==> src/rtl/dmm_consts.svh <==
// constants for the display mapping metadata link: field layout, lengths, defaults
// assumes both ends include this file and import dmm_pkg for the types
// Notes on behaviour
// [RQ1] picture peak code 12 bits, out-of-range flagged
// [RQ2] picture mean code passed through unchanged
// [RQ3] target display peak code 12 bits, 0..4095
// [RQ4] repeated target peak within message is error; the parser remembers only the first 16 distinct targets of a message
// [RQ5] trims 0..4095; absent trim becomes 2048
// [RQ6] encoder quantizes trims from normalized value times 4096
// [RQ7] encoder rounds luminance times 4095, clips 0..4095
// [RQ8] reserved signed weight must be all ones
// [RQ9] active-area edge offsets lie in 0..8191
// [RQ10] corners: left/top, and size minus one minus offset
// [RQ11] padding bits after used payload must be zero
// [RQ12] payload bits are eight times byte length
// [RQ13] reserved levels: whole payload skipped silently
// [RQ14] each decoded block gets valid strobe and error flags
`ifndef DMM_CONSTS_SVH
`define DMM_CONSTS_SVH
`define DMM_PAY_W 85
`define DMM_CODE_MAX 12'hFFF
`define DMM_EDGE_MAX 13'h1FFF
`define DMM_TRIM_DEFAULT 12'h800
`define DMM_TRIM_HALF 16'h0800
`define DMM_WEIGHT_RSVD 13'h1FFF
`define DMM_LEVEL_RANGE 8'h01
`define DMM_LEVEL_TRIM 8'h02
`define DMM_LEVEL_AREA 8'h05
`define DMM_L1_USE 13'h0024
`define DMM_L2_USE 13'h0055
`define DMM_L5_USE 13'h0034
`define DMM_L1_LEN 10'h005
`define DMM_L2_LEN 10'h00B
`define DMM_L5_LEN 10'h007
`define DMM_SEEN_N 16
`define DMM_LUM_SCALE 30'h00000FFF
`define DMM_FRAC_BITS 14
`define DMM_ERR_RANGE 0
`define DMM_ERR_DUP 1
`define DMM_ERR_WEIGHT 2
`define DMM_ERR_PAD 3
`define DMM_ERR_LEN 4
`endif

==> src/rtl/dmm_pkg.sv <==
// types shared by the metadata source end and the parser end
// assumes dmm_consts.svh is included before use of the widths
`include "dmm_consts.svh"
package dmm_pkg;
    typedef enum logic [1:0] {DMM_P_IDLE, DMM_P_BITS, DMM_P_DONE} dmm_pst_t;
    typedef enum logic [1:0] {DMM_S_IDLE, DMM_S_HDR, DMM_S_BITS} dmm_sst_t;
    typedef struct packed {
        dmm_pst_t st;
        logic [12:0] bitcnt;
        logic [12:0] lenbits;
        logic [9:0] len;
        logic [7:0] level;
        logic [`DMM_PAY_W-1:0] pay;
        logic pad_err;
        logic [`DMM_SEEN_N-1:0][11:0] seen;
        logic [4:0] nseen;
        logic blk_valid;
        logic [7:0] blk_level;
        logic [4:0] err;
        logic [11:0] min_code;
        logic [11:0] peak_code;
        logic [11:0] mean_code;
        logic [11:0] target_code;
        logic [4:0][11:0] trim;
        logic [15:0] ul_x;
        logic [15:0] ul_y;
        logic [15:0] lr_x;
        logic [15:0] lr_y;
    } dmm_pstate_t;
    typedef struct packed {
        dmm_sst_t st;
        logic [12:0] bitcnt;
        logic [12:0] lenbits;
        logic [`DMM_PAY_W-1:0] pay;
        logic first;
        logic [7:0] level;
        logic [9:0] len;
    } dmm_sstate_t;
endpackage

==> src/rtl/dmm_link_if.sv <==
// link between the metadata source end and the parser end
// assumes one clock shared by both ends; header then payload bits, msb first
`timescale 1ns/1ps
interface dmm_link_if;
    logic hdr_valid;
    logic hdr_first;
    logic [7:0] hdr_level;
    logic [9:0] hdr_len;
    logic hdr_ready;
    logic bit_valid;
    logic bit_data;
    logic bit_ready;
    modport source (output hdr_valid, hdr_first, hdr_level, hdr_len, bit_valid, bit_data,
                    input hdr_ready, bit_ready);
    modport parser (input hdr_valid, hdr_first, hdr_level, hdr_len, bit_valid, bit_data,
                    output hdr_ready, bit_ready);
endinterface

==> src/rtl/dmm_parser.sv <==
// parser end: checks and decodes level 1, 2 and 5 payloads into registered fields
// assumes the source end keeps header and bit valid until the matching ready
`timescale 1ns/1ps
`include "dmm_consts.svh"
module dmm_parser
    import dmm_pkg::*;
(
    input wire logic clk_i, // 100 MHz clock
    input wire logic resetn_i, // async reset, active low
    dmm_link_if.parser link, // link from the source
    input wire logic [15:0] pic_width_i, // picture width in pixels
    input wire logic [15:0] pic_height_i, // picture height in pixels
    output logic blk_valid_o, // one-cycle pulse per decoded block
    output logic [7:0] blk_level_o, // level of decoded block
    output logic blk_err_o, // block does not conform
    output logic [4:0] blk_err_flags_o, // range, dup, weight, pad, length
    output logic [11:0] min_code_o, // picture minimum luminance code
    output logic [11:0] picture_peak_luma_code_o, // picture peak luminance code
    output logic [11:0] picture_mean_luma_code_o, // picture mean luminance code
    output logic [11:0] target_display_peak_code_o, // target display peak code
    output logic [4:0][11:0] trim_o, // slope, offset, power, chroma, sat
    output logic [15:0] ul_x_o, // active area upper-left x
    output logic [15:0] ul_y_o, // active area upper-left y
    output logic [15:0] lr_x_o, // active area lower-right x
    output logic [15:0] lr_y_o // active area lower-right y
);
    dmm_pstate_t s_reg;
    dmm_pstate_t s_next;

    // payload bits that carry fields for each defined level; the rest is padding
    function automatic logic [12:0] use_bits(input logic [7:0] level);
        unique case (level)
            `DMM_LEVEL_RANGE: use_bits = `DMM_L1_USE;
            `DMM_LEVEL_TRIM: use_bits = `DMM_L2_USE;
            `DMM_LEVEL_AREA: use_bits = `DMM_L5_USE;
            default: use_bits = 13'h0000;
        endcase
    endfunction

    // only levels 1, 2 and 5 carry content; other levels are consumed silently
    function automatic logic known(input logic [7:0] level);
        known = (level == `DMM_LEVEL_RANGE) || (level == `DMM_LEVEL_TRIM) || (level == `DMM_LEVEL_AREA);
    endfunction

    always_comb
    begin
        logic [6:0] idx;
        logic [12:0] ubits;
        logic [12:0] lenok;
        logic [12:0] fend;
        logic [11:0] tgt;
        logic [12:0] wt;
        logic dup;
        idx = 7'h00;
        ubits = use_bits(s_reg.level);
        lenok = 13'h0000;
        fend = 13'h0000;
        tgt = s_reg.pay[84:73];
        wt = s_reg.pay[12:0];
        dup = 1'b0;
        s_next = s_reg;
        s_next.blk_valid = 1'b0;
        link.hdr_ready = (s_reg.st == DMM_P_IDLE);
        link.bit_ready = (s_reg.st == DMM_P_BITS);
        unique case (s_reg.st)
            DMM_P_IDLE:
            begin
                if (link.hdr_valid)
                begin
                    // a new message starts with an empty duplicate memory
                    if (link.hdr_first)
                    begin
                        s_next.nseen = 5'h00; // RQ4
                    end
                    s_next.level = link.hdr_level;
                    s_next.len = link.hdr_len;
                    s_next.lenbits = {link.hdr_len, 3'h0}; // RQ12
                    s_next.bitcnt = 13'h0000;
                    s_next.pay = '0;
                    s_next.pad_err = 1'b0;
                    s_next.st = (link.hdr_len == 10'h000) ? DMM_P_DONE : DMM_P_BITS;
                end
            end
            DMM_P_BITS:
            begin
                if (link.bit_valid)
                begin
                    // used bits land msb first; later bits are padding
                    if (s_reg.bitcnt < ubits)
                    begin
                        idx = 7'(13'(`DMM_PAY_W - 1) - s_reg.bitcnt);
                        s_next.pay[idx] = link.bit_data;
                    end
                    else if (link.bit_data && known(s_reg.level))
                    begin
                        s_next.pad_err = 1'b1; // RQ11 RQ13
                    end
                    s_next.bitcnt = s_reg.bitcnt + 13'h0001;
                    if (s_reg.bitcnt + 13'h0001 == s_reg.lenbits)
                    begin
                        s_next.st = DMM_P_DONE;
                    end
                end
            end
            // decode cycle: only the fields of this block's level change
            DMM_P_DONE:
            begin
                s_next.st = DMM_P_IDLE;
                s_next.blk_valid = known(s_reg.level); // RQ13 RQ14
                s_next.blk_level = s_reg.level;
                s_next.err = 5'h00;
                s_next.err[`DMM_ERR_PAD] = s_reg.pad_err; // RQ11
                if (s_reg.level == `DMM_LEVEL_RANGE)
                begin
                    s_next.min_code = s_reg.pay[84:73];
                    s_next.peak_code = s_reg.pay[72:61];
                    s_next.mean_code = s_reg.pay[60:49]; // RQ2
                    s_next.err[`DMM_ERR_RANGE] = (s_reg.pay[72:61] > `DMM_CODE_MAX); // RQ1
                    lenok = `DMM_L1_USE;
                    s_next.err[`DMM_ERR_LEN] = (s_reg.len != `DMM_L1_LEN);
                end
                else if (s_reg.level == `DMM_LEVEL_TRIM)
                begin
                    s_next.target_code = tgt;
                    s_next.err[`DMM_ERR_RANGE] = (tgt > `DMM_CODE_MAX); // RQ3
                    // a trim whose bits fall past the payload end takes the default
                    for (int k = 0; k < 5; k++)
                    begin
                        fend = 13'(24 + 12 * k);
                        s_next.trim[k] = (s_reg.lenbits >= fend) ? s_reg.pay[72 - 12 * k -: 12]
                                                                 : `DMM_TRIM_DEFAULT; // RQ5
                    end
                    // memory keeps the first 16 distinct targets of a message; later ones are compared against them but not stored
                    for (int k = 0; k < `DMM_SEEN_N; k++)
                    begin
                        if ((5'(k) < s_reg.nseen) && (s_reg.seen[k] == tgt))
                        begin
                            dup = 1'b1;
                        end
                    end
                    s_next.err[`DMM_ERR_DUP] = dup; // RQ4
                    if (!dup && (s_reg.nseen < 5'(`DMM_SEEN_N)))
                    begin
                        s_next.seen[s_reg.nseen[3:0]] = tgt;
                        s_next.nseen = s_reg.nseen + 5'h01;
                    end
                    lenok = `DMM_L2_USE;
                    s_next.err[`DMM_ERR_WEIGHT] = (s_reg.lenbits >= `DMM_L2_USE) && (wt != `DMM_WEIGHT_RSVD); // RQ8
                    s_next.err[`DMM_ERR_LEN] = (s_reg.len != `DMM_L2_LEN);
                end
                else if (s_reg.level == `DMM_LEVEL_AREA)
                begin
                    // each 13-bit edge offset is range checked on its own
                    for (int k = 0; k < 4; k++)
                    begin
                        if (s_reg.pay[84 - 13 * k -: 13] > `DMM_EDGE_MAX)
                        begin
                            s_next.err[`DMM_ERR_RANGE] = 1'b1; // RQ9
                        end
                    end
                    // lower-right corners wrap around when an offset reaches the picture size
                    s_next.ul_x = {3'h0, s_reg.pay[84:72]}; // RQ10
                    s_next.ul_y = {3'h0, s_reg.pay[58:46]};
                    s_next.lr_x = pic_width_i - 16'h0001 - {3'h0, s_reg.pay[71:59]};
                    s_next.lr_y = pic_height_i - 16'h0001 - {3'h0, s_reg.pay[45:33]};
                    lenok = `DMM_L5_USE;
                    s_next.err[`DMM_ERR_LEN] = (s_reg.len != `DMM_L5_LEN);
                end
                // a short level 2 block is tolerated as long as its target is complete
                if (s_reg.lenbits < lenok)
                begin
                    s_next.err[`DMM_ERR_LEN] = (s_reg.level != `DMM_LEVEL_TRIM) || (s_reg.lenbits < 13'h000C);
                end
            end
            default:
            begin
                s_next.st = DMM_P_IDLE;
            end
        endcase
    end

    // trims reset to their default so an absent field reads as 2048
    always_ff @(posedge clk_i or negedge resetn_i)
    begin
        if (!resetn_i)
        begin
            s_reg <= '{st: DMM_P_IDLE, trim: {5{`DMM_TRIM_DEFAULT}}, default: '0};
        end
        else
        begin
            s_reg <= s_next;
        end
    end

    // decoded field outputs hold until a later block of the same level replaces them; valid pulses for levels 1, 2 and 5 only, level and flags follow every block
    assign blk_valid_o = s_reg.blk_valid; // RQ14
    assign blk_level_o = s_reg.blk_level;
    assign blk_err_o = |s_reg.err;
    assign blk_err_flags_o = s_reg.err;
    assign min_code_o = s_reg.min_code;
    assign picture_peak_luma_code_o = s_reg.peak_code;
    assign picture_mean_luma_code_o = s_reg.mean_code;
    assign target_display_peak_code_o = s_reg.target_code;
    assign trim_o = s_reg.trim;
    assign ul_x_o = s_reg.ul_x;
    assign ul_y_o = s_reg.ul_y;
    assign lr_x_o = s_reg.lr_x;
    assign lr_y_o = s_reg.lr_y;
endmodule

==> src/flat_wrapper.sv <==
// flat-port wrapper written by rule: the top's interface ports become plain ports
module dmm_parser_flat import dmm_pkg::*;
  (clk_i, resetn_i, pic_width_i, pic_height_i, blk_valid_o, blk_level_o, blk_err_o, blk_err_flags_o, min_code_o, picture_peak_luma_code_o, picture_mean_luma_code_o, target_display_peak_code_o, trim_o, ul_x_o, ul_y_o, lr_x_o, lr_y_o, link_hdr_valid, link_hdr_first, link_hdr_level, link_hdr_len, link_bit_valid, link_bit_data, link_hdr_ready, link_bit_ready);
  dmm_link_if link_i ();
  input wire logic clk_i;
  input wire logic resetn_i;
  input wire logic [15:0] pic_width_i;
  input wire logic [15:0] pic_height_i;
  output logic blk_valid_o;
  output logic [7:0] blk_level_o;
  output logic blk_err_o;
  output logic [4:0] blk_err_flags_o;
  output logic [11:0] min_code_o;
  output logic [11:0] picture_peak_luma_code_o;
  output logic [11:0] picture_mean_luma_code_o;
  output logic [11:0] target_display_peak_code_o;
  output logic [4:0][11:0] trim_o;
  output logic [15:0] ul_x_o;
  output logic [15:0] ul_y_o;
  output logic [15:0] lr_x_o;
  output logic [15:0] lr_y_o;
  input wire logic [$bits(link_i.hdr_valid)-1:0] link_hdr_valid;
  input wire logic [$bits(link_i.hdr_first)-1:0] link_hdr_first;
  input wire logic [$bits(link_i.hdr_level)-1:0] link_hdr_level;
  input wire logic [$bits(link_i.hdr_len)-1:0] link_hdr_len;
  input wire logic [$bits(link_i.bit_valid)-1:0] link_bit_valid;
  input wire logic [$bits(link_i.bit_data)-1:0] link_bit_data;
  output wire logic [$bits(link_i.hdr_ready)-1:0] link_hdr_ready;
  output wire logic [$bits(link_i.bit_ready)-1:0] link_bit_ready;
  assign link_i.hdr_valid = link_hdr_valid;
  assign link_i.hdr_first = link_hdr_first;
  assign link_i.hdr_level = link_hdr_level;
  assign link_i.hdr_len = link_hdr_len;
  assign link_i.bit_valid = link_bit_valid;
  assign link_i.bit_data = link_bit_data;
  assign link_hdr_ready = link_i.hdr_ready;
  assign link_bit_ready = link_i.bit_ready;
  dmm_parser u_core (.clk_i(clk_i), .resetn_i(resetn_i), .link(link_i), .pic_width_i(pic_width_i), .pic_height_i(pic_height_i), .blk_valid_o(blk_valid_o), .blk_level_o(blk_level_o), .blk_err_o(blk_err_o), .blk_err_flags_o(blk_err_flags_o), .min_code_o(min_code_o), .picture_peak_luma_code_o(picture_peak_luma_code_o), .picture_mean_luma_code_o(picture_mean_luma_code_o), .target_display_peak_code_o(target_display_peak_code_o), .trim_o(trim_o), .ul_x_o(ul_x_o), .ul_y_o(ul_y_o), .lr_x_o(lr_x_o), .lr_y_o(lr_y_o));
endmodule
==> config.mk <==
export PLATFORM = sky130hd
export DESIGN_NAME = dmm_parser_flat
export DESIGN_NICKNAME = d
export VERILOG_FILES = /design/src/rtl/dmm_pkg.sv /design/src/rtl/dmm_link_if.sv /design/src/rtl/dmm_parser.sv /design/src/flat_wrapper.sv
export VERILOG_INCLUDE_DIRS = /design/src /design/src/rtl
export SDC_FILE = /design/constraint.sdc
export NUM_CORES = 1
export LEC_CHECK = 0
export BUFFER_PORTS_ARGS = -buffer_cell sky130_fd_sc_hd__buf_2
export CAP_MARGIN = 10
export CORE_MARGIN = 1.5
export CORE_UTILIZATION = 60
export DETAILED_ROUTE_END_ITERATION = 16
export PLACE_DENSITY = 0.81
export SYNTH_ARGS = -nofsm -noshare
export SYNTH_HDL_FRONTEND = slang
export SYNTH_SLANG_ARGS = --single-unit
==> constraint.sdc <==
create_clock -name clk_i -period 4.15 [get_ports clk_i]
set_input_delay 0.415 -clock clk_i [delete_from_list [all_inputs] [get_ports clk_i]]
set_output_delay 0.415 -clock clk_i [all_outputs]
set_load 0.05 [all_outputs]
[Word level (Yosys, flattened, before mapping)]
Cells that the tools add are included.
Storage, ports and cells
  bits of input ports: 56
  output and inout port bits: 189
  register bits after elaboration: 496
Cells by class
  add/subtract/negate cells: 7
  $lt $le $gt $ge: 36
  muxes and demuxes: 71
  bitwise logic cells: 2
  reduce and logical (&&, ||, !) cells: 40
  equal/unequal tests: 37
Operators by type and width (number)
  192-bit bitwise mux: 1
  12-bit == test: 16
  186-bit 2-to-1 mux: 1
  86-bit one-hot mux with 2 select lines: 1
  136-bit 2-to-1 mux: 1
  132-bit 2-to-1 mux: 1
  86-bit 2-to-1 mux: 1
  85-bit bitwise mux: 1
  85-bit 2-to-1 mux: 1
  12-bit 2-to-1 mux: 6
  72-bit 2-to-1 mux: 1
  64-bit 2-to-1 mux: 1
  61-bit 2-to-1 mux: 1
  13-bit > comparator, second input constant: 4
  12-bit demux with 4-bit select: 1
  4-bit by 5-bit less-than comparator with 1-bit output, first input constant: 8
  13-bit by 6-bit >= comparator with 1-bit output, second input constant: 3
  13-bit 2-to-1 mux: 3
  36-bit 2-to-1 mux: 1
  1-bit 2-to-1 mux: 33
  16-bit by 1-bit subtractor with 16-bit output, second input constant: 2
  16-bit by 13-bit subtractor with 16-bit output: 2
  13-bit by 7-bit >= comparator with 1-bit output, second input constant: 2
  13-bit one-hot mux with 2 select lines: 1
  49 further kinds: 100

[Longest topological paths before layout]
  depth after elaboration: 27
  depth in mapped cells: 15

[Worst setup path before layout]
No wires, ideal clock.
  path kind: reg-to-reg
  from: reg u_core.s_reg[474] (netlist name)
  to: reg u_core.s_reg[464] (netlist name)
  path slack: 992 ps
  stages on the path, launching flop included: 15
  data arrival time: 3012 ps
  required time: 4003 ps
  cells stage by stage: dfrtp_1 > nor4_1 > and3_1 > clkbuf_1 > nor2_1 > ha_1 > inv_1 > a41oi_1 > o31ai_1 > a21oi_1 > a2111o_1 > clkbuf_1 > clkbuf_1 > o21ai_0 > o21ai_0
Between the ends
  cells in the longest elaborated chain, start to end: 5
  elaborated cells between the ends (all ways): 7
RTL lines
  start, declared: line dmm_parser.sv:27  | dmm_pstate_t s_reg;
  start signal, assigned: line dmm_parser.sv:191  | s_reg <= s_next;
  8-bit by 3-bit == test with 1-bit output, or another cell as far along: line dmm_parser.sv:32  | unique case (level)
  7-bit one-hot mux with 3 select lines *: line dmm_parser.sv:32
  13-bit by 7-bit less-than comparator with 1-bit output *: line dmm_parser.sv:89  | if (s_reg.bitcnt < ubits)
  2-bit by 1-bit inequality test with 1-bit output (no source line) *
  4-bit AND reduction (no source line) *
Every way passes the cells marked *; elsewhere a longest branch is shown, timed or not.
A chain may end at the register's enable or synchronous reset.

[Worst setup path after layout]
  from: reg u_core.s_reg[474] (netlist name)
  to: reg u_core.s_reg[441] (netlist name)
Same word-level chain as after synthesis.

==> run summary <==
number of synthesized flops with an enable pin -> 0
TritonCTS clock tree -> done
drt wl/cell -> 21.1 µm
CP Max Fanout -> 11
quantity of gates resized following cts -> 0
Post-layout nets -> 2,563
clock-pin slew on the worst setup and hold paths -> 0.06 ns
Max VDD drop -> 364 µV
Crit. End Element -> flop
Synth Flop Type -> dfrtp_1
Final Hold Violating Endpoints -> 0
cell area after synthesis -> 0.0262 mm²
Int Power -> 9.52 mW
combinational share of power -> 0.316
post-layout instance area -> 0.0283 mm²
switch share -> 0.360
main area contributors after synthesis -> dfrtp_1 (47%), buf_4 (6.1%), mux2_2 (6.0%)
library cells used by synthesis -> 70
fmax -> 0.260 GHz
io pins -> 245
GRT Util Overall -> 0.293
fill count -> 3,244
total number of vias -> 18,600
final setup fails -> 0
clk buf depth -> 3
final core occ -> 0.657
CORE AREA -> 0.0431 mm²
slew margin rel. -> 0.217
Die Width -> 212 µm
GPL Wtd Cong -> 0.936
die height -> 212 µm
port buffer count -> 238
cts bufs inserted -> 50
worst path required time -> 4.64 ns
Starting Density -> 0.607
Yosys top cell area share -> 0.470
fin crit period -> 3.85 ns
period utilization -> 0.928
clock power share -> 0.323
aggregate global routing overflow -> 0
drt drc -> 0
Hold Crit Class -> in -> reg
H-tree Lvls -> 2
first-pass GRT wire length -> 103,000 µm
row cnt -> 76
Setup crit start kind -> flop
Final ANT Viol Nets -> 0
Final Slew Violations -> 0
register area share after synthesis -> 0.475
ys async rst share -> 1.00
synthesis-to-layout area growth -> 8.21%
clock sink count -> 496
status -> completed
RSZ-0062 raised after global routing -> yes
register share of total power -> 0.361
clk root buf -> clkbuf_16
CP Class -> reg -> reg
HPWL after detailed placement -> 42,800 µm
Worst Skew -> 0.0120 ns
Pleak -> 14.3 nW
Skew-Pair Late Insertion Delay -> 0.60 ns
yosys warns -> 0
multi-input combinational cell area -> 0.0114 mm²
Post-synth top cells -> dfrtp_1 (491), nand2_1 (287), o21ai_0 (233)
number of global-route vias before repair -> 18,900
Post-Route WL -> 65,100 µm
Vias per Instance -> 6.00
initial antenna violation count -> 0
FF+latch area -> 0.0124 mm²
max_cap viols -> 0
WP data arrival -> 4.35 ns
Cells after DPL -> 2,995
Worst Max-Slew Pin Slew -> 1.17 ns
Mapped Avg Cell Area -> 10.6 µm²
die area -> 0.0449 mm²
DR pass1 iterations -> 7
Synth Instances -> 2,462
Power Dens Cells -> 526 mW/mm²
Synth Register Bits -> 496
Post-Layout Cell Count -> 3,090
n_diodes -> 0
NetSw -> 5.36 mW
DR iter-0 viols -> 1,573
Largest register FFs -> 316
pin count of the biggest net entering global routing -> 107
placed instance area -> 0.0265 mm²
fraction of layout cells with a size suffix above 1 -> 0.254
count leader, synth -> dfrtp_1
post-synth top area cell -> dfrtp_1
[layout by cell type, fill, tap and decap left out, types with 7 or more instances in the layout]
| cell | Yosys | layout |
|---|---|---|
| a211oi_1 | 9 | 9 |
| a21o_1 | 13 | 13 |
| a21oi_1 | 107 | 107 |
| a22o_1 | 53 | 53 |
| a31oi_1 | 14 | 14 |
| and3_1 | 14 | 14 |
| and4_1 | 8 | 8 |
| buf_12 | 0 | 14 |
| buf_2 | 11 | 237 |
| buf_4 | 212 | 37 |
| clkbuf_1 | 107 | 10 |
| clkbuf_16 | 0 | 51 |
| clkbuf_8 | 0 | 14 |
| clkinv_2 | 0 | 7 |
| dfrtp_1 | 491 | 491 |
| ha_1 | 39 | 39 |
| inv_1 | 47 | 47 |
| mux2_2 | 140 | 140 |
| mux2_4 | 90 | 90 |
| mux2i_1 | 11 | 11 |
| nand2_1 | 287 | 286 |
| nand3_1 | 35 | 34 |
| nand4_1 | 40 | 40 |
| nand4_4 | 9 | 9 |
| nor2_1 | 57 | 56 |
| nor3_1 | 32 | 32 |
| nor4_1 | 36 | 36 |
| o21a_1 | 15 | 15 |
| o21ai_0 | 233 | 233 |
| o31ai_1 | 16 | 16 |
| xnor2_1 | 114 | 114 |
| xor2_1 | 118 | 118 |
[metrics by stage]
step / total power [mW] / hold slack, ns / setup WS [ns] / setup TNS [ns]
after floorplan: 8.60 / 0.119 / 0.992 / 0
after global placement: 9.85 / 0.452 / 0.537 / 0
after detailed placement: 10.0 / 0.453 / 0.372 / 0
after CTS: 14.8 / 0.00119 / 0.355 / 0
after global routing: 15.5 / 0.00778 / -0.139 / -3.68
final: 14.9 / 0.0261 / 0.297 / 0
[routing by layer]
| layer | up-vias | wire length, µm | track usage |
|---|---|---|---|
| li1 | 8354 | - | - |
| met2 | 738 | 31600 | 0.476 |
| met1 | 9276 | 26700 | 0.386 |
| met3 | 186 | 4030 | 0.0512 |
| met4 | 0 | 2780 | 0.129 |
| met5 | - | 0 | 0 |
[layout make-up]
cell class / count / area share
clock buffers: 75 / 0.0532
clock inverters: 16 / 0.00893
repair buffers: 293 / 0.0636
multi-input cells: 1577 / 0.403
flip-flops and latches: 496 / 0.439
well taps: 585 / 0.0259
inverters: 48 / 0.00637
[kinds of logic (layout without fill, tap and decap cells)]
| logic type | count (synthesis) | after routing | synth area share |
|---|---|---|---|
| compound gates | 498 | 498 | 0.114 |
| xor+xnor | 232 | 232 | 0.0777 |
| fa+ha+maj | 41 | 41 | 0.0202 |
| buf+inv | 394 | 432 | 0.0908 |
| flops | 496 | 496 | 0.475 |
| mux | 241 | 241 | 0.116 |
| other cells | 1 | 6 | 0.000143 |
| simple gates | 559 | 559 | 0.106 |
[worst max-delay path, cell delays in order (launching register included)]
cell and delay (ns):
dfrtp_1 0.40, nor4_1 0.47, and4b_1 0.45, nor2_1 0.13, ha_1 0.30, inv_1 0.06, a41oi_1 0.04, o31ai_1 0.32
a21boi_0 0.15, o21ai_1 0.48, nand3_1 0.57, o21ai_0 0.38
[repair_timing]
action | in CTS | in global routing
endpoints found under the setup margin | 0 | 62
hold endpoints to repair | 98 | 0
hold buffers | 4 | 0
setup buffers | 0 | 0
[power by group through the flow]
stage	Combinational (mW)	Sequential, mW	Clock (mW)
floorplan	3.38	5.22	0
global placement	4.42	5.43	0
finish	4.69	5.37	4.81
CTS	4.62	5.36	4.87
detailed placement	4.56	5.45	0
global route	5.07	5.40	5.07
[path summary, 6_finish.rpt]
path                                               start                       endpoint  slack (ns)  cells after the start
max                        u_core.s_reg[474]$_DFFE_PN0P_  u_core.s_reg[441]$_DFFE_PN0P_        0.30                     11
min                                      link_hdr_len[9]  u_core.s_reg[486]$_DFFE_PN0P_        0.03                      3
max reg2reg                u_core.s_reg[474]$_DFFE_PN0P_  u_core.s_reg[441]$_DFFE_PN0P_        0.30                     11
min reg2reg                u_core.trim_o[41]$_DFFE_PN0P_  u_core.trim_o[41]$_DFFE_PN0P_        0.46                      2
max in group asynchronous                       resetn_i  u_core.trim_o[47]$_DFFE_PN1P_        2.59                      3
min in group asynchronous                       resetn_i  u_core.s_reg[303]$_DFFE_PN0P_        0.49                      2
No activity file was read; power rests on OpenSTA's default activity.
